File: src/inc/sls_pkg.sv
// Purpose: shared constants and carriers for the receive link sync/setup block
// Assumes: 8-bit register port, 12-bit register addresses, 8 lanes of 8-bit data
// Notes: all reset values are zero except the crossbar, which resets to identity
package sls_pkg;
  localparam int LANES = 8;
  localparam int LANE_W = 8;
  localparam int SEL_W = 3;

  // register offsets
  localparam logic [11:0] ADDR_SYNC_CTL = 12'h03A;
  localparam logic [11:0] ADDR_SYNC_STAT = 12'h03B;
  localparam logic [11:0] ADDR_LINK_CTL = 12'h300;
  localparam logic [11:0] ADDR_SUBCLASS = 12'h301;
  localparam logic [11:0] ADDR_FC_DELAY_A = 12'h304;
  localparam logic [11:0] ADDR_FC_DELAY_B = 12'h305;
  localparam logic [11:0] ADDR_FC_VAR_A = 12'h306;
  localparam logic [11:0] ADDR_FC_VAR_B = 12'h307;
  localparam logic [11:0] ADDR_XBAR0 = 12'h308;
  localparam logic [11:0] ADDR_XBAR3 = 12'h30B;
  localparam logic [11:0] ADDR_POL_INV = 12'h334;
  localparam logic [11:0] ADDR_CFG0 = 12'h450;
  localparam logic [11:0] ADDR_CFG_LAST = 12'h45A;
  localparam logic [11:0] ADDR_CHKSUM = 12'h45D;
  localparam int CFG_N = 11;

  // field positions
  localparam int SYNC_ONESHOT_BIT = 0;
  localparam int SYNC_ARM_BIT = 6;
  localparam int SYNC_EN_BIT = 7;
  localparam int STAT_LOCK_BIT = 3;
  localparam int LINK_CSUM_BIT = 6;
  localparam int LINK_DUAL_BIT = 3;
  localparam int SUBCLASS_BIT = 0;
  localparam int DLY_W = 5;
  // field positions inside the configuration byte table (index from 0x450)
  localparam int CFG_L = 3;
  localparam int CFG_K = 5;
  localparam int CFG_M = 6;
  localparam int CFG_N1 = 7;
  localparam int CFG_NP = 8;
  localparam int CFG_S = 9;
  localparam int CFG_DENSITY = 10;
  localparam int SCR_BIT = 7;
  localparam int CFG_SUBCLASS_BIT = 5;
  localparam int DENSITY_BIT = 7;

  // reset values and link enable field codes
  localparam logic [7:0] RST_BYTE = 8'h00;
  localparam logic [7:0] RST_XBAR0 = 8'h08;
  localparam logic [7:0] RST_XBAR1 = 8'h1A;
  localparam logic [7:0] RST_XBAR2 = 8'h2C;
  localparam logic [7:0] RST_XBAR3 = 8'h3E;
  localparam logic [1:0] LINK_ONE = 2'h1;
  localparam logic [1:0] LINK_BOTH = 2'h3;

  // timing
  localparam int LMFC_PERIOD = 32;

  typedef struct packed {
    logic wr;
    logic rd;
    logic [11:0] addr;
    logic [7:0] wdata;
  } sls_regreq_s;

  typedef struct packed {
    logic valid;
    logic [LANES*LANE_W-1:0] data;
  } sls_lane_s;
endpackage : sls_pkg

File: src/verilog/sls_buf.sv
// Purpose: small valid/ready buffer in the lane data path
// Assumes: single clock, synchronous active-low reset
// Notes: ready and valid are flops so a receiver stall never drops a word
`timescale 1ns/1ps
`default_nettype none
module sls_buf #(
  parameter int WIDTH = 64,
  parameter int DEPTH = 2
) (
  input wire logic clk,
  input wire logic rst_n,
  input wire logic in_valid,
  output logic in_ready,
  input wire logic [WIDTH-1:0] in_data,
  output logic out_valid,
  input wire logic out_ready,
  output logic [WIDTH-1:0] out_data
);
  localparam int PW = (DEPTH > 1) ? $clog2(DEPTH) : 1;
  localparam int CW = $clog2(DEPTH + 1);
  localparam logic [CW-1:0] FULL_CNT = CW'(DEPTH);

  logic [WIDTH-1:0] mem_reg [DEPTH];
  logic [PW-1:0] wptr_reg;
  logic [PW-1:0] rptr_reg;
  logic [CW-1:0] cnt_reg;
  logic [CW-1:0] cnt_next;
  wire push = in_valid && in_ready;
  wire pop = out_valid && out_ready;

  assign cnt_next = cnt_reg + CW'(push) - CW'(pop);
  assign out_data = mem_reg[rptr_reg];

  function automatic logic [PW-1:0] bump(input logic [PW-1:0] p);
    bump = (p == PW'(DEPTH - 1)) ? '0 : p + PW'(1);
  endfunction : bump

  always_ff @(posedge clk) begin
    if (!rst_n) begin
      wptr_reg <= '0;
      rptr_reg <= '0;
      cnt_reg <= '0;
      in_ready <= 1'b0;
      out_valid <= 1'b0;
    end else begin
      if (push) begin
        mem_reg[wptr_reg] <= in_data;
        wptr_reg <= bump(wptr_reg);
      end
      if (pop) begin
        rptr_reg <= bump(rptr_reg);
      end
      cnt_reg <= cnt_next;
      in_ready <= (cnt_next != FULL_CNT);
      out_valid <= (cnt_next != '0);
    end
  end
endmodule : sls_buf
`default_nettype wire

File: src/verilog/sls_sync_setup.sv
// Purpose: receive data link layer setup: frame-clock alignment, lane map, polarity, links
// Assumes: register port and lane data on MCLK; SYSREF is an asynchronous pin
// Notes: alignment delay counts MCLK cycles; LMFC period is a module parameter
// Functional notes
// - sync control value 0x01 selects one-shot alignment, aligning once per arm.
// - value 0x81 enables the alignment machine, keeping the one-shot choice.
// - value 0xC1 arms the machine so it acts on the next SYSREF edge.
// - after SYSREF and completed alignment, status bit 3 of 0x03B reads 1.
// - polarity register bit x set inverts logical lane x data; clear leaves it.
// - four crossbar registers map physical input lanes onto logical lanes.
// - link enable field 1 enables link 0; 3 enables links 0 and 1.
// - link control also holds checksum mode in bit 6, dual link in bit 3.
// - SYSREF handled, delay and variance applied, then link established.
// - expected checksum: low byte of field sum, or of bytes 0x450-0x45A.
// - subclass 0 locks without needing any SYSREF input.
`timescale 1ns/1ps
`default_nettype none
module sls_sync_setup
  import sls_pkg::*;
#(
  parameter int LMFC_LEN = sls_pkg::LMFC_PERIOD
) (
  input wire logic MCLK,
  input wire logic RST_N,
  input wire sls_pkg::sls_regreq_s REG_REQ,
  output logic [7:0] REG_RDATA,
  input wire logic SYSREF,
  input wire sls_pkg::sls_lane_s LANE_IN,
  output logic LANE_IN_READY,
  output sls_pkg::sls_lane_s LANE_OUT,
  input wire logic LANE_OUT_READY,
  output logic [1:0] LINK_EN,
  output logic SYNC_LOCKED,
  output logic LMFC_PULSE
);
  import sls_pkg::*;

  typedef enum {ST_IDLE, ST_ARMED, ST_ALIGN, ST_LOCKED} sls_state_e;
  localparam int LMFC_W = $clog2(LMFC_LEN);

  sls_state_e state_reg, state_next;
  logic [7:0] sync_ctl_reg, link_ctl_reg, subclass_reg;
  logic [7:0] dly_a_reg, dly_b_reg, var_a_reg, var_b_reg, pol_reg;
  logic [7:0] xbar_reg [4];
  logic [7:0] cfg_reg [CFG_N];
  logic [DLY_W:0] dly_cnt_reg;
  logic [LMFC_W-1:0] lmfc_reg;
  logic sysref_m_reg, sysref_s_reg, sysref_d_reg;
  logic [7:0] rdata_next;

  // register decode
  wire wr = REG_REQ.wr;
  wire [11:0] addr = REG_REQ.addr;
  wire [7:0] wdata = REG_REQ.wdata;
  wire in_xbar = (addr >= ADDR_XBAR0) && (addr <= ADDR_XBAR3);
  wire in_cfg = (addr >= ADDR_CFG0) && (addr <= ADDR_CFG_LAST);
  wire [1:0] xbar_idx = addr[1:0];
  wire [3:0] cfg_idx = 4'(addr - ADDR_CFG0);
  wire sync_en = sync_ctl_reg[SYNC_EN_BIT];
  wire sync_arm = sync_ctl_reg[SYNC_ARM_BIT];
  wire oneshot = sync_ctl_reg[SYNC_ONESHOT_BIT];
  wire subclass1 = subclass_reg[SUBCLASS_BIT];
  wire sysref_edge = sysref_s_reg && !sysref_d_reg;
  wire align_done = (state_reg == ST_ALIGN) && (dly_cnt_reg == '0);
  wire [DLY_W:0] dly_load = {1'b0, dly_a_reg[DLY_W-1:0]} + {1'b0, var_a_reg[DLY_W-1:0]};
  wire link_run = LINK_EN[0] && (SYNC_LOCKED || !subclass1);

  // alignment machine
  always_comb begin
    state_next = state_reg;
    case (state_reg)
      ST_IDLE: begin
        if (sync_en && sync_arm) begin
          state_next = subclass1 ? ST_ARMED : ST_LOCKED;
        end
      end
      ST_ARMED: begin
        if (sysref_edge) begin
          state_next = ST_ALIGN;
        end
      end
      ST_ALIGN: begin
        if (align_done) begin
          state_next = ST_LOCKED;
        end
      end
      ST_LOCKED: begin
        // in subclass 1, continuous mode realigns on every edge; one-shot ignores further edges
        if (sysref_edge && subclass1 && !oneshot) begin
          state_next = ST_ALIGN;
        end
      end
      default: state_next = ST_IDLE;
    endcase
    if (!sync_en) begin
      state_next = ST_IDLE;
    end
  end

  always_ff @(posedge MCLK) begin
    if (!RST_N) begin
      state_reg <= ST_IDLE;
      dly_cnt_reg <= '0;
      lmfc_reg <= '0;
      sysref_m_reg <= 1'b0;
      sysref_s_reg <= 1'b0;
      sysref_d_reg <= 1'b0;
      SYNC_LOCKED <= 1'b0;
      LMFC_PULSE <= 1'b0;
      LINK_EN <= 2'h0;
    end else begin
      sysref_m_reg <= SYSREF;
      sysref_s_reg <= sysref_m_reg;
      sysref_d_reg <= sysref_s_reg;
      state_reg <= state_next;
      SYNC_LOCKED <= (state_next == ST_LOCKED);
      if (state_next == ST_ALIGN && state_reg != ST_ALIGN) begin
        dly_cnt_reg <= dly_load;
      end else if (dly_cnt_reg != '0) begin
        dly_cnt_reg <= dly_cnt_reg - (DLY_W+1)'(1);
      end
      // frame clock phase is restarted when the alignment delay count expires (align_done)
      if (align_done || lmfc_reg == LMFC_W'(LMFC_LEN - 1)) begin
        lmfc_reg <= '0;
      end else begin
        lmfc_reg <= lmfc_reg + LMFC_W'(1);
      end
      LMFC_PULSE <= align_done || (lmfc_reg == LMFC_W'(LMFC_LEN - 1));
      LINK_EN[0] <= link_ctl_reg[0];
      LINK_EN[1] <= (link_ctl_reg[1:0] == LINK_BOTH);
    end
  end

  // register file; a software write of the arm bit beats the hardware clear
  always_ff @(posedge MCLK) begin
    if (!RST_N) begin
      sync_ctl_reg <= RST_BYTE;
      link_ctl_reg <= RST_BYTE;
      subclass_reg <= RST_BYTE;
      dly_a_reg <= RST_BYTE;
      dly_b_reg <= RST_BYTE;
      var_a_reg <= RST_BYTE;
      var_b_reg <= RST_BYTE;
      pol_reg <= RST_BYTE;
      xbar_reg[0] <= RST_XBAR0;
      xbar_reg[1] <= RST_XBAR1;
      xbar_reg[2] <= RST_XBAR2;
      xbar_reg[3] <= RST_XBAR3;
      for (int i = 0; i < CFG_N; i++) begin
        cfg_reg[i] <= RST_BYTE;
      end
      REG_RDATA <= RST_BYTE;
    end else begin
      if (wr && addr == ADDR_SYNC_CTL) begin
        sync_ctl_reg <= wdata;
      end else if (align_done && oneshot) begin
        sync_ctl_reg[SYNC_ARM_BIT] <= 1'b0;
      end
      if (wr && addr == ADDR_LINK_CTL) link_ctl_reg <= wdata;
      if (wr && addr == ADDR_SUBCLASS) subclass_reg <= wdata;
      if (wr && addr == ADDR_FC_DELAY_A) dly_a_reg <= wdata;
      if (wr && addr == ADDR_FC_DELAY_B) dly_b_reg <= wdata;
      if (wr && addr == ADDR_FC_VAR_A) var_a_reg <= wdata;
      if (wr && addr == ADDR_FC_VAR_B) var_b_reg <= wdata;
      if (wr && addr == ADDR_POL_INV) pol_reg <= wdata;
      if (wr && in_xbar) xbar_reg[xbar_idx] <= wdata;
      if (wr && in_cfg) cfg_reg[cfg_idx] <= wdata;
      if (REG_REQ.rd) REG_RDATA <= rdata_next;
    end
  end

  // expected first-lane checksum, both methods
  logic [7:0] sum_fields, sum_bytes;
  always_comb begin
    sum_bytes = 8'h00;
    for (int i = 0; i < CFG_N; i++) begin
      sum_bytes = sum_bytes + cfg_reg[i];
    end
    sum_fields = 8'({3'h0, cfg_reg[CFG_L][4:0]} + {3'h0, cfg_reg[CFG_M][4:0]}
               + {3'h0, cfg_reg[CFG_K][4:0]} + {3'h0, cfg_reg[CFG_N1][4:0]}
               + {3'h0, cfg_reg[CFG_NP][4:0]} + {3'h0, cfg_reg[CFG_S][4:0]}
               + {7'h0, cfg_reg[CFG_L][SCR_BIT]} + {7'h0, cfg_reg[CFG_DENSITY][DENSITY_BIT]}
               + {7'h0, cfg_reg[CFG_NP][CFG_SUBCLASS_BIT]} + {5'h0, cfg_reg[CFG_S][7:5]});
  end
  wire csum_mode = link_ctl_reg[LINK_CSUM_BIT];
  wire [7:0] first_lane_config_sum = csum_mode ? sum_bytes : sum_fields;

  // read mux; unmapped addresses read zero
  always_comb begin
    rdata_next = 8'h00;
    if (in_xbar) rdata_next = xbar_reg[xbar_idx];
    else if (in_cfg) rdata_next = cfg_reg[cfg_idx];
    else begin
      case (addr)
        ADDR_SYNC_CTL: rdata_next = sync_ctl_reg;
        ADDR_SYNC_STAT: rdata_next = {4'h0, SYNC_LOCKED, 3'h0};
        ADDR_LINK_CTL: rdata_next = link_ctl_reg;
        ADDR_SUBCLASS: rdata_next = subclass_reg;
        ADDR_FC_DELAY_A: rdata_next = dly_a_reg;
        ADDR_FC_DELAY_B: rdata_next = dly_b_reg;
        ADDR_FC_VAR_A: rdata_next = var_a_reg;
        ADDR_FC_VAR_B: rdata_next = var_b_reg;
        ADDR_POL_INV: rdata_next = pol_reg;
        ADDR_CHKSUM: rdata_next = first_lane_config_sum;
        default: rdata_next = 8'h00;
      endcase
    end
  end

  // lane crossbar then polarity
  logic [LANES*LANE_W-1:0] mapped_data;
  genvar g;
  generate
    for (g = 0; g < LANES; g++) begin : g_lane
      wire [SEL_W-1:0] sel = xbar_reg[g/2][(g%2)*SEL_W +: SEL_W];
      wire [LANE_W-1:0] phys = LANE_IN.data[sel*LANE_W +: LANE_W];
      assign mapped_data[g*LANE_W +: LANE_W] = phys ^ {LANE_W{pol_reg[g]}};
    end
  endgenerate

  // words arriving while the link is down are accepted and dropped
  sls_buf #(.WIDTH(LANES*LANE_W), .DEPTH(2)) u_buf (
    .clk(MCLK),
    .rst_n(RST_N),
    .in_valid(LANE_IN.valid && link_run),
    .in_ready(LANE_IN_READY),
    .in_data(mapped_data),
    .out_valid(LANE_OUT.valid),
    .out_ready(LANE_OUT_READY),
    .out_data(LANE_OUT.data)
  );
endmodule : sls_sync_setup
`default_nettype wire
File: config.mk
export PLATFORM = sky130hd
export DESIGN_NAME = sls_sync_setup
export DESIGN_NICKNAME = d
export VERILOG_FILES = /design/src/inc/sls_pkg.sv /design/src/verilog/sls_buf.sv /design/src/verilog/sls_sync_setup.sv
export SDC_FILE = /design/constraint.sdc
export NUM_CORES = 1
export LEC_CHECK = 0
export BUFFER_PORTS_ARGS = -buffer_cell sky130_fd_sc_hd__buf_2
export CORE_ASPECT_RATIO = 0.6
export CORE_UTILIZATION = 50
export DETAILED_ROUTE_END_ITERATION = 10
export GPL_TIMING_DRIVEN = 0
export PLACE_DENSITY = 0.77
export SYNTH_ARGS = -nofsm -noshare
export SYNTH_HDL_FRONTEND = slang
export SYNTH_HIERARCHICAL = 1
export SYNTH_SLANG_ARGS = --single-unit
File: constraint.sdc
create_clock -name MCLK -period 9.96 [get_ports MCLK]
set_input_delay 1.992 -clock MCLK [delete_from_list [all_inputs] [get_ports MCLK]]
set_output_delay 1.992 -clock MCLK [all_outputs]
set_load 0.005 [all_outputs]
==> flow_metrics.py <==
metrics = {
    "floorplan": {
        "start_util": 0.5074,
        "core_area_um2": 47860,
        "rows": 62,
        "fp.dieW_um": 286.5,
        "io_pins": 169,
        "die_h_um": 172.7,
        "die_area_um2": 49490,
    },
    "pwr": {
        "power_frac_comb": 0.286,
        "clkPwrFrac": 0.326,
        "p_sw_frac": 0.3085,
        "p_int_uw": 3452,
        "p_sw_uw": 1540,
        "ir_worst_vdd_uv": 161.1,
        "leakagePower_uw": 0.01044,
        "powerDensity_nw_per_um2": 179.8,
        "power_frac_seq": 0.389,
    },
    "detailed_routing": {
        "drt_pass1_iterations": 7,
        "drc": 0,
        "vias": 17290,
        "drt_iter0_markers": 2338,
        "ant_nets": 0,
        "vias_per_cell": 6.209,
        "wl_per_cell_um": 28.79,
        "drt_wl_total_um": 80140,
    },
    "sta": {
        "worst_slew_pin_slew_ns": 1.430,
        "min_period_ns": 5.500,
        "skew_ns": 0.02224,
        "setup_tns_ns": 0,
        "setup_slack_ns": 4.460,
        "hold_viol": 0,
        "max-slew-margin-rel": 0.02222,
        "finalSetupViolCount": 0,
        "maxSlewViolCount": 0,
        "rsz0062_at_grt": "false",
        "max_freq_mhz": 181.8,
        "fin_crit_sh": 0.5522,
    },
    "finish": {
        "fillers": 3826,
        "area_growth_pct": 14.32,
        "finalNonFillerCells": 2784,
        "fin_nets": 2307,
        "drive_gt1_frac": 0.2553,
    },
    "status": {
        "failed_checks": "max-capacitance violations",
        "status": "finished with violations",
    },
    "synthesis": {
        "synthArstFlopShare": 0,
        "synth-edff-count": 280,
        "synth_cells": 1814,
        "synthFlopType": "edfxtp_1",
        "avgSynthCellArea_um2": 13.39,
        "ys_ff_latch": 417,
        "ys_seq_area_frac": 0.4591,
        "ys_types": 72,
        "yosysWarningCount": 6,
        "synth_area_um2": 24290,
    },
    "setup_path": {
        "worstSetupPathType": "in2reg",
        "crit_path_max_fanout": 10,
        "required_ns": 10.39,
        "critPathCaptureType": "flop",
        "critPathArrivalTime_ns": 5.93,
        "critPathLaunchType": "primary input",
    },
    "clocking": {
        "cts_buffers": 41,
        "post_cts_buffers": 0,
        "htreeDepth": 2,
        "path_clk_slew_ns": 0.07,
        "cts_resized": 0,
        "tritoncts": "built",
        "hold_buffers": 0,
        "root_buffer": "clkbuf_16",
        "clkSinkCount": 417,
        "cts_buffer_depth": 3,
        "clock_latency_ns": 0.58,
    },
    "global_route": {
        "grt_usage": 0.3273,
        "gr-total-overflow": 0,
        "grt_max_degree": 34,
        "grt_antenna_before_repair": 6,
        "grt_pass1_vias": 17140,
        "grt_pass1_wl_um": 115800,
    },
    "place": {
        "dp_cells": 2703,
        "gp_congestion": 1.023,
        "dpl.hpwl_um": 61170,
        "io_buffers": 167,
        "dpl_worst_slack_ns": 4.150,
    },
    "flow_run": {
        "cap_violations": 1,
    },
    "worst_hold_path": {
        "hp-class": "reg2reg",
    },
}
## worst paths after layout
path,startpoint,endpoint,slack (ns),cells past startpoint
worst min-delay path,sysref_m_reg,sysref_s_reg,0.44,1
worst min register to register,sysref_m_reg,sysref_s_reg,0.44,1
worst max-delay path,REG_REQ[8],REG_RDATA[5],4.46,11
worst max register to register,cfg_reg[9][2],REG_RDATA[6],4.54,18
## area by class of cell
class / count / area (um2) / share of cell area
plain buffers: 111 / 565.5 / 0.02037
flip-flops and latches: 417 / 11150 / 0.4016
clock inverters: 18 / 193.9 / 0.006985
clock buffers: 58 / 1194 / 0.04299
multi-input cells: 1207 / 12290 / 0.4428
well taps: 640 / 800.8 / 0.02884
diodes: 5 / 12.51 / 0.0004507
inverters: 148 / 555.5 / 0.02001
repair buffers: 180 / 998.5 / 0.03596
## synthesized netlist by cell type, types with 30 or more instances
| cell type | count | area, um2 |
|---|---|---|
| a21boi_0 | 56 | 420.4 |
| and2_1 | 47 | 294.0 |
| clkbuf_1 | 53 | 198.9 |
| dfxtp_1 | 137 | 2743 |
| edfxtp_1 | 280 | 8408 |
| fa_1 | 80 | 1602 |
| ha_1 | 30 | 375.4 |
| inv_1 | 148 | 555.5 |
| mux2_4 | 60 | 900.9 |
| mux2i_1 | 91 | 910.9 |
| mux4_2 | 178 | 4009 |
| nand2_1 | 138 | 518.0 |
| nand3_1 | 39 | 195.2 |
| nor2_1 | 92 | 345.3 |
| o21ai_0 | 30 | 150.1 |
| xnor2_1 | 89 | 779.5 |
## metrics by stage
| step | util | hold WS (ns) | instance area, um2 | power [uW] |
|---|---|---|---|---|
| 2_1_floorplan | - | 0.4119 | 24550 | 2942 |
| 3_5_place_dp | 0.5508 | 0.4268 | 26360 | 3349 |
| 4_1_cts | 0.5798 | 0.4421 | 27750 | 4958 |
| 6_report | 0.5801 | 0.4384 | 27760 | 4992 |
| 3_3_place_gp | 0.5470 | 0.4206 | 26180 | 3309 |
| 5_1_grt | 0.5800 | 0.4559 | 27760 | 5198 |
## worst max-delay path, stage by stage
cell and delay (ns):
buf_2 0.08, buf_2 0.37, buf_2 0.52, buf_4 0.33
buf_4 0.27, mux2i_1 0.23, nor2_1 0.06, a2111oi_0 1.11
o22ai_1 0.37, a211oi_1 0.44, o21ai_0 0.15
## per-layer routing
layer	vias to the layer above	global-route usage	routed length, um
met4	2	0.07308	1810
met3	149	0.1602	14000
met2	1277	0.4258	31410
met1	8703	0.4862	32910
met5	-	0	13
li1	7156	-	-
## power groups by stage
stage                     sequential [uW]  clock [uW]  combinational, uW
after floorplan                      1970           0                977
after global placement               1980           0               1330
after detailed placement             1980           0               1370
after CTS                            1940        1640               1380
after global routing                 1950        1700               1550
final                                1940        1630               1430
## logic make-up after synthesis
kind of cell	synth area share
mux	0.2424
compound gates	0.05013
simple gates	0.08377
buf+inv	0.04616
fa+ha+maj	0.08140
flops	0.4591
xor+xnor	0.03683
other cells	0.0001544
## cells in the final DEF, fill, tap and decap left out, drive strengths merged, types with 5 or more instances in the layout
cell | synthesis | routed
conb | 1 | 70
dfxtp | 137 | 137
clkbuf | 53 | 111
nor3 | 8 | 8
and3 | 5 | 5
nand3 | 39 | 39
edfxtp | 280 | 280
a21o | 8 | 8
and2 | 48 | 48
nand2 | 138 | 138
ha | 30 | 30
or2 | 7 | 7
nand4 | 5 | 5
fa | 80 | 80
nor2b | 28 | 28
inv | 148 | 152
clkinv | 0 | 11
mux2 | 66 | 66
or3 | 5 | 5
a22oi | 8 | 8
xnor2 | 89 | 89
o22ai | 7 | 7
mux2i | 91 | 91
buf | 58 | 238
nand2b | 10 | 10
mux4 | 178 | 178
o21ai | 30 | 30
nor4 | 11 | 11
diode | 0 | 5
xor2 | 8 | 8
o21a | 7 | 7
a21boi | 56 | 56
nor2 | 93 | 93
a21oi | 29 | 29
No activity file was read; power rests on OpenSTA's default activity.
